**src/common/baeu_cfg.svh**
```systemverilog
// Constants for the bit and arithmetic execution unit.
// Assumes an 8-bit data path and a 128-entry file register space.
`ifndef BAEU_CFG_SVH
`define BAEU_CFG_SVH
`define BAEU_DATA_W 8
`define BAEU_ADDR_W 7
`define BAEU_BIT_W 3
`define BAEU_NIB_W 4
`define BAEU_ACC_RST 8'h00
`define BAEU_DEST_ACC 1'b0
`define BAEU_DEST_FILE 1'b1
`endif

```
**src/common/baeu_pkg.sv**
```systemverilog
// Types shared by the execution unit and its bench.
// Assumes the configuration header sits beside it.
`default_nettype none
package baeu_pkg;
    typedef enum logic [3:0] {
        no_op,
        add_literal_op,
        add_file_op,
        and_literal_op,
        and_file_op,
        bit_clear_op,
        bit_set_op,
        test_skip_if_clear_op,
        test_skip_if_set_op
    } baeu_op_type;
    typedef enum logic {
        baeu_st_idle,
        baeu_st_exec
    } baeu_state_type;
endpackage : baeu_pkg
`default_nettype wire

```
**src/rtl/baeu_file_ram.sv**
```systemverilog
// File register storage: one write port, one read port.
// Read data come out of a register one clock after the read enable.
`default_nettype none
module baeu_file_ram #(
    parameter int DATA_W = 8,
    parameter int ADDR_W = 7
) (
    // Clock
    input wire logic i_clk,
    // Write side
    input wire logic i_wr_en,
    input wire logic [ADDR_W-1:0] i_wr_addr,
    input wire logic [DATA_W-1:0] i_wr_data,
    // Read side
    input wire logic i_rd_en,
    input wire logic [ADDR_W-1:0] i_rd_addr,
    output logic [DATA_W-1:0] o_rd_data
);
    logic [DATA_W-1:0] mem [0:(1<<ADDR_W)-1];

    // Read before write on a shared address
    always_ff @(posedge i_clk) begin
        if (i_wr_en) begin
            mem[i_wr_addr] <= i_wr_data;
        end
        if (i_rd_en) begin
            o_rd_data <= mem[i_rd_addr];
        end
    end
endmodule : baeu_file_ram
`default_nettype wire

```
**src/rtl/baeu_exec.sv**
```systemverilog
// Execution unit for add, and, bit set/clear and bit-test-skip operations.
// Latches the op at issue; the decoder may change the issue port while o_ready is low.
// Notes on behaviour
// - add_literal_op adds 8-bit literal to accumulator; updates carry, nibble, zero flags.
// - bit_clear_op zeroes chosen bit 0-7 of file register 0-127; flags untouched.
// - add_file_op sums accumulator and file register; updates carry, nibble, zero flags.
// - add_file_op and and_file_op send result to accumulator when dest is 0, file when 1.
// - bit_set_op sets chosen bit of the file register; flags untouched.
// - and_literal_op ANDs accumulator with literal; only zero flag changes.
// - and_file_op ANDs accumulator with file register to destination; only zero flag.
// - test_skip_if_clear_op discards next instruction when tested bit is zero.
// - test_skip_if_set_op discards next instruction when tested bit is one.
// - Taken skip costs a second cycle run as a no-op; tests alter no flag.
`default_nettype none
`include "baeu_cfg.svh"
module baeu_exec
    import baeu_pkg::*;
#(
    parameter int DATA_W = `BAEU_DATA_W,
    parameter int ADDR_W = `BAEU_ADDR_W
) (
    // Clock and reset
    input wire logic i_clk,
    input wire logic i_resetn,
    // Issue port from the decoder
    input wire logic i_issue,
    input wire baeu_op_type i_op,
    input wire logic [DATA_W-1:0] i_literal,
    input wire logic [ADDR_W-1:0] i_faddr,
    input wire logic [`BAEU_BIT_W-1:0] i_bitsel,
    input wire logic i_dest,
    // File register load from the rest of the core
    input wire logic i_load_en,
    input wire logic [ADDR_W-1:0] i_load_addr,
    input wire logic [DATA_W-1:0] i_load_data,
    // Status
    output logic o_ready,
    output logic o_done,
    output logic o_discarded,
    output logic o_skip_pending,
    output logic [DATA_W-1:0] o_acc,
    output logic o_carry,
    output logic o_nibble_borrow_flag,
    output logic o_zero,
    // File register write report
    output logic o_wr_en,
    output logic [ADDR_W-1:0] o_wr_addr,
    output logic [DATA_W-1:0] o_wr_data
);
    ////////////////////////////////////////////////////////////////////////////
    // Reset release
    logic rst_meta, rst_n;
    always_ff @(posedge i_clk or negedge i_resetn) begin
        if (!i_resetn) begin
            rst_meta <= 1'b0;
            rst_n <= 1'b0;
        end else begin
            rst_meta <= 1'b1;
            rst_n <= rst_meta;
        end
    end

    ////////////////////////////////////////////////////////////////////////////
    // Declarations
    baeu_state_type state, next_state;
    logic ready, next_ready;
    baeu_op_type op_q, next_op_q;
    logic [DATA_W-1:0] lit_q, next_lit_q;
    logic [ADDR_W-1:0] addr_q, next_addr_q;
    logic [`BAEU_BIT_W-1:0] bit_q, next_bit_q;
    logic dest_q, next_dest_q;
    logic [DATA_W-1:0] acc, next_acc;
    logic carry, next_carry, nib, next_nib, zero, next_zero;
    logic skip, next_skip, done, next_done, discarded, next_discarded;
    logic wr_en, next_wr_en;
    logic [ADDR_W-1:0] wr_addr, next_wr_addr;
    logic [DATA_W-1:0] wr_data, next_wr_data;
    logic take, exec_live, ram_we, to_file, tbit;
    logic [ADDR_W-1:0] ram_waddr;
    logic [DATA_W-1:0] ram_wdata, fval, operand, result, mask;
    logic [DATA_W:0] sum;
    logic [`BAEU_NIB_W:0] nsum;

    ////////////////////////////////////////////////////////////////////////////
    // File storage; one clock to read, the second clock executes and writes
    baeu_file_ram #(.DATA_W(DATA_W), .ADDR_W(ADDR_W)) u_ram (
        .i_clk(i_clk),
        .i_wr_en(ram_we),
        .i_wr_addr(ram_waddr),
        .i_wr_data(ram_wdata),
        .i_rd_en(take),
        .i_rd_addr(i_faddr),
        .o_rd_data(fval)
    );
    ////////////////////////////////////////////////////////////////////////////
    // Datapath
    always_comb begin
        take = i_issue && ready && (state == baeu_st_idle);
        exec_live = (state == baeu_st_exec) && !skip;
        operand = (op_q == add_literal_op || op_q == and_literal_op) ? lit_q : fval;
        sum = {1'b0, acc} + {1'b0, operand};
        nsum = {1'b0, acc[`BAEU_NIB_W-1:0]} + {1'b0, operand[`BAEU_NIB_W-1:0]};
        mask = DATA_W'(1) << bit_q;
        tbit = |(fval & mask);
        result = acc;
        to_file = 1'b0;
        case (op_q)
            add_literal_op, add_file_op: begin
                result = sum[DATA_W-1:0];
                to_file = (op_q == add_file_op) && (dest_q == `BAEU_DEST_FILE);
            end
            and_literal_op, and_file_op: begin
                result = acc & operand;
                to_file = (op_q == and_file_op) && (dest_q == `BAEU_DEST_FILE);
            end
            bit_clear_op: begin
                result = fval & ~mask;
                to_file = 1'b1;
            end
            bit_set_op: begin
                result = fval | mask;
                to_file = 1'b1;
            end
            default: to_file = 1'b0;
        endcase
        // Load port only gets the memory while no op is executing
        ram_we = exec_live ? to_file : ((state == baeu_st_idle) && i_load_en);
        ram_waddr = exec_live ? addr_q : i_load_addr;
        ram_wdata = exec_live ? result : i_load_data;
    end
    ////////////////////////////////////////////////////////////////////////////
    // Sequencing and architectural state
    always_comb begin
        next_state = state;
        next_ready = ready;
        next_op_q = op_q;
        next_lit_q = lit_q;
        next_addr_q = addr_q;
        next_bit_q = bit_q;
        next_dest_q = dest_q;
        next_acc = acc;
        next_carry = carry;
        next_nib = nib;
        next_zero = zero;
        next_skip = skip;
        next_done = 1'b0;
        next_discarded = 1'b0;
        next_wr_en = 1'b0;
        next_wr_addr = wr_addr;
        next_wr_data = wr_data;
        case (state)
            baeu_st_idle: begin
                next_ready = !take;
                if (take) begin
                    next_op_q = i_op;
                    next_lit_q = i_literal;
                    next_addr_q = i_faddr;
                    next_bit_q = i_bitsel;
                    next_dest_q = i_dest;
                    next_state = baeu_st_exec;
                end
            end
            baeu_st_exec: begin
                next_state = baeu_st_idle;
                next_ready = 1'b1;
                next_done = 1'b1;
                if (skip) begin
                    // Discarded slot runs as a no-op: nothing changes
                    next_skip = 1'b0;
                    next_discarded = 1'b1;
                end else begin
                    next_wr_en = to_file;
                    next_wr_addr = addr_q;
                    next_wr_data = result;
                    if (!to_file && op_q inside {add_literal_op, add_file_op,
                            and_literal_op, and_file_op}) begin
                        next_acc = result;
                    end
                    if (op_q == add_literal_op || op_q == add_file_op) begin
                        next_carry = sum[DATA_W];
                        next_nib = nsum[`BAEU_NIB_W];
                    end
                    if (op_q == add_literal_op || op_q == add_file_op
                            || op_q == and_literal_op || op_q == and_file_op) begin
                        next_zero = (result == '0);
                    end
                    if (op_q == test_skip_if_clear_op) begin
                        next_skip = !tbit;
                    end
                    if (op_q == test_skip_if_set_op) begin
                        next_skip = tbit;
                    end
                end
            end
            default: begin
                next_state = baeu_st_idle;
                next_ready = 1'b1;
            end
        endcase
    end
    always_ff @(posedge i_clk or negedge rst_n) begin
        if (!rst_n) begin
            state <= baeu_st_idle;
            ready <= 1'b0;
            op_q <= no_op;
            lit_q <= '0;
            addr_q <= '0;
            bit_q <= '0;
            dest_q <= 1'b0;
            acc <= `BAEU_ACC_RST;
            carry <= 1'b0;
            nib <= 1'b0;
            zero <= 1'b0;
            skip <= 1'b0;
            done <= 1'b0;
            discarded <= 1'b0;
            wr_en <= 1'b0;
            wr_addr <= '0;
            wr_data <= '0;
        end else begin
            state <= next_state;
            ready <= next_ready;
            op_q <= next_op_q;
            lit_q <= next_lit_q;
            addr_q <= next_addr_q;
            bit_q <= next_bit_q;
            dest_q <= next_dest_q;
            acc <= next_acc;
            carry <= next_carry;
            nib <= next_nib;
            zero <= next_zero;
            skip <= next_skip;
            done <= next_done;
            discarded <= next_discarded;
            wr_en <= next_wr_en;
            wr_addr <= next_wr_addr;
            wr_data <= next_wr_data;
        end
    end
    assign o_ready = ready;
    assign o_done = done;
    assign o_discarded = discarded;
    assign o_skip_pending = skip;
    assign o_acc = acc;
    assign o_carry = carry;
    assign o_nibble_borrow_flag = nib;
    assign o_zero = zero;
    assign o_wr_en = wr_en;
    assign o_wr_addr = wr_addr;
    assign o_wr_data = wr_data;
endmodule : baeu_exec
`default_nettype wire

```
**config.mk**
```make
export PLATFORM = sky130hd
export DESIGN_NAME = baeu_exec
export DESIGN_NICKNAME = d
export VERILOG_FILES = /design/src/common/baeu_pkg.sv /design/src/rtl/baeu_file_ram.sv /design/src/rtl/baeu_exec.sv
export VERILOG_INCLUDE_DIRS = /design/src /design/src/common
export SDC_FILE = /design/constraint.sdc
export NUM_CORES = 1
export LEC_CHECK = 0
export BUFFER_PORTS_ARGS = -buffer_cell sky130_fd_sc_hd__buf_2
export CAP_MARGIN = 20
export CORE_UTILIZATION = 46
export DETAILED_ROUTE_END_ITERATION = 7
export GPL_TIMING_DRIVEN = 0
export PLACE_DENSITY = 0.71
export SYNTH_ARGS = -nofsm -noshare
export SYNTH_HDL_FRONTEND = slang
export SYNTH_SLANG_ARGS = --single-unit
export TNS_END_PERCENT = 30
```
**constraint.sdc**
```tcl
create_clock -name i_clk -period 2 [get_ports i_clk]
set_input_delay 0.5 -clock i_clk [delete_from_list [all_inputs] [get_ports i_clk]]
set_output_delay 0.5 -clock i_clk [all_outputs]
set_load 0.005 [all_outputs]
```
==> impl_metrics.yaml <==
cells_and_area:
  final-instance-count-excl-fill: 3737
  most-common-layout-cells: "edfxtp_1 (1032), mux4_2 (312), nand2_1 (118)"
  area.growth.synth_to_final_pct: 20.2
  finish.net_count: 2451
  utilization_pct: 56.1
  final_common_cell: "edfxtp_1"
  ratio_of_cells_with_drive_above_1_in_the_final_layout_pct: 36.9
  final_design_area_no_fill_um2: 51800
place:
  place_area_um2: 45500
  port_buffers: 68
  globalplace.congestion: 0.914
  dp.cells: 3414
  detailed_place_hpwl_um: 71700
  preCtsSetupSlack_ps: -2610
global_routing:
  first_global_vias: 23500
  number_of_antenna_violations_at_the_first_check_in_global_routing: 7
  grt_pass1_wl_um: 173000
  pin_count_of_the_biggest_net_entering_global_routing: 67
  globalRouteOverflowTotal: 0
  gr-usage-all-layers_pct: 26.2
synth:
  synthesis.nets: 2134
  synth_edf_count: 1032
  synth_cell_types: 60
  netlist_instances: 2083
  synth-seq-cells: 1089
  synth-seq-area-share_pct: 75.3
  ys.flop_type: "edfxtp_1"
  post_synth_arst_share_pct: 5.23
  post_synth_instance_area_um2: 43100
  syn-mean-instance-area_um2: 20.7
  yosysWarningCount: 0
sta:
  timing_max_transition_violations_final: 0
  smallest_setup_slack_after_layout_ps: -1560
  grt_setup_unrepaired: "true"
  worst-slew-pin-transition_ps: 1200
  max_fclk_mhz: 281
  slew_headroom_pct: 19.9
  final-setup-viol-count: 2094
  layout_worst_path_cycle_share_pct: 178
  finalHoldViolCount: 0
  skew_ps: 38.4
  finalWorstPathRequiredPeriod_ps: 3560
detailed_routing:
  detail-route-antenna-nets: 0
  detailroute.via_count: 23700
  viasPerCell: 6.33
  drtIter0Drc: 3364
  route.detailed.wl_per_inst_um: 33.0
  detail_route.first_pass.iterations: 5
  postRouteWirelength_um: 123000
  detail_route.drc_violations: 0
power:
  total_leakage_power_nw: 16.7
  power.ir.vdd_worst_v: 0.000760
  pwr_total_mw: 56.5
  power.density_nw_per_um2: 1090
worst_setup_path:
  critical_path.max_stage_delay_ps: 800
  critical_path_required_ps: 2340
  path_buf_inv: 3
  cp_data_arrival_time_ps: 3900
  crit_path_max_fanout: 10
  timing.critical_path.to_type: "register"
  critPathTopFamily: "buffers and inverters"
  crit_type: "in -> reg"
  kind_of_start_point_of_the_critical_path: "input pin"
  crit_path_cell_trace: "buf_2, clkbuf_1, buf_1, mux4_2, mux4_2, a22oi_1, nand4_1"
  cp_common_cell: "mux4_2"
  cp_slowest_cell: "buf_1"
clock_network:
  maximum_root_to_sink_buffer_count: 3
  clock_tree_from_tritoncts: "done"
  clock_sink_count: 1089
  clkLatencyLatePin_ps: 710
  clock_tree.root_cell: "clkbuf_16"
  cts_htree_levels: 3
  cts_made_buffers: 106
  clk_transition_reported_paths_ps: 60
floorplanning:
  io_pins: 73
  fp.dieArea_um2: 94800
  initial_utilization_pct: 46.7
  core_um2: 92200
  die_height_um: 308
  std_cell_rows: 111
  chipWidth_um: 308
worst_hold_path:
  hold_path_class: "in -> reg"
job:
  cap_violations: 0
status:
  status: "complete, but fails checks"
  failing_checks: "setup timing"
==> cell families after synthesis <==
kind of cell	after synthesis	share of synthesized area (%)
DFF	1089	75.3
and+or+nand+nor	377	3.84
muxes	343	17.1
AOI/OAI and AO/OA	135	2.14
buffers and inverters	125	1.32
adders and majority gates	9	0.279
xor gates and xnor gates	4	0.0814
other	1	0.00871
==> metal layers <==
metal	up-vias	share of wire (%)	track usage, %
met5	-	0.033	0
met2	1641	48	41.5
li1	9302	-	-
met1	12400	36	34.8
met3	316	11	6.68
met4	8	4.5	10.5
==> power by group <==
| part | leakage (nW) | internal, mW | total (mW) | switching, mW |
|---|---|---|---|---|
| Sequential | 10.0 | 26.8 | 27.2 | 0.432 |
| Combinational | 5.01 | 3.63 | 9.45 | 5.82 |
| Clock | 1.68 | 11.2 | 19.9 | 8.67 |
==> worst reg2reg max path, delay by kind of cell, from the launching register on <==
kind | cells | cell delay [ps]
fa+ha+maj | 2 | 390
compound gates | 4 | 850
buf+inv | 7 | 930
flops | 1 | 410
mux | 1 | 310
simple gates | 3 | 410
==> timing repair <==
action / CTS / global route
hold buffers: 3 / 0
hold endpoints to repair: 4 / 0
gates resized for setup: 217 / 148
pin swaps: 24 / 13
setup endpoints to repair: 2083 / 2098
buffers inserted: 55 / 20
cloned: 40 / 1
==> state kept, by name, summed over array words and instances, names as in the netlist, 3 cells and up <==
signal           flops
addr_q               7
u_ram.mem         1024
bit_q                3
o_acc                8
o_wr_addr            7
o_wr_data            8
op_q                 4
lit_q                8
u_ram.o_rd_data      8
==> worst paths after layout <==
check | start | to | slack (ps) | cells after the start
min in group asynchronous | i_resetn | rst_meta$_DFF_PN0_ | 120 | 2
min | i_dest | dest_q$_DFFE_PN0P_ | 30 | 3
max | i_faddr[1] | u_ram.o_rd_data[1]$_DFFE_PP_ | -1560 | 7
max reg2reg | op_q[2]$_DFFE_PN0P_ | u_ram.mem[102][6]$_DFFE_PP_ | -1560 | 17
max in group asynchronous | rst_n$_DFF_PN0_ | lit_q[5]$_DFFE_PN0P_ | 1270 | 1
min reg2reg | rst_n$_DFF_PN0_ | o_zero$_DFFE_PN0P_ | 170 | 0
==> per-stage QoR <==
step / setup TNS [ps] / hold slack, ps
after floorplan: -2194630 / 204
after detailed placement: -3702060 / 176
after global routing: -2633710 / 14.8
after CTS: -2840100 / 0.00860
final: -2484880 / 25.8
after global placement: -4939100 / 285
==> area by class of cell <==
type	count	area (µm²)
fillers	6654	40400
flip-flops and latches	1089	32400
multi-input cells	891	11500
clock buffers	129	2770
repair buffers	188	2180
well taps	1243	1560
clock inverters	70	669
plain buffers	110	639
inverters	14	52.6
diodes	3	7.51
==> synthesized netlist by cell type, types with 3 or more instances <==
cell type,instances,share of area (%)
inv_1,13,0.11
buf_1,24,0.21
o21a_1,7,0.12
nand4_1,8,0.12
nor3b_1,4,0.070
nor2_1,158,1.4
nor2b_1,5,0.073
nor4bb_1,3,0.070
a21oi_1,14,0.16
or2_2,4,0.058
o211a_1,3,0.070
o21ai_0,31,0.36
and2_1,7,0.10
a22oi_1,33,0.58
nor3_1,5,0.058
a21o_1,8,0.14
clkbuf_1,41,0.36
ha_1,8,0.23
o211ai_1,8,0.14
buf_2,33,0.38
or3_1,3,0.044
nand2_1,132,1.2
mux4_2,312,16
mux2_2,12,0.31
nand3b_1,8,0.14
mux2i_1,19,0.44
o22ai_1,7,0.10
nand2b_1,13,0.19
buf_4,11,0.19
dfrtp_1,57,3.3
a211oi_1,6,0.10
edfxtp_1,1032,72
a31oi_1,3,0.044
nand3_1,17,0.20
Note: power is estimated with default switching activity, not from simulation.
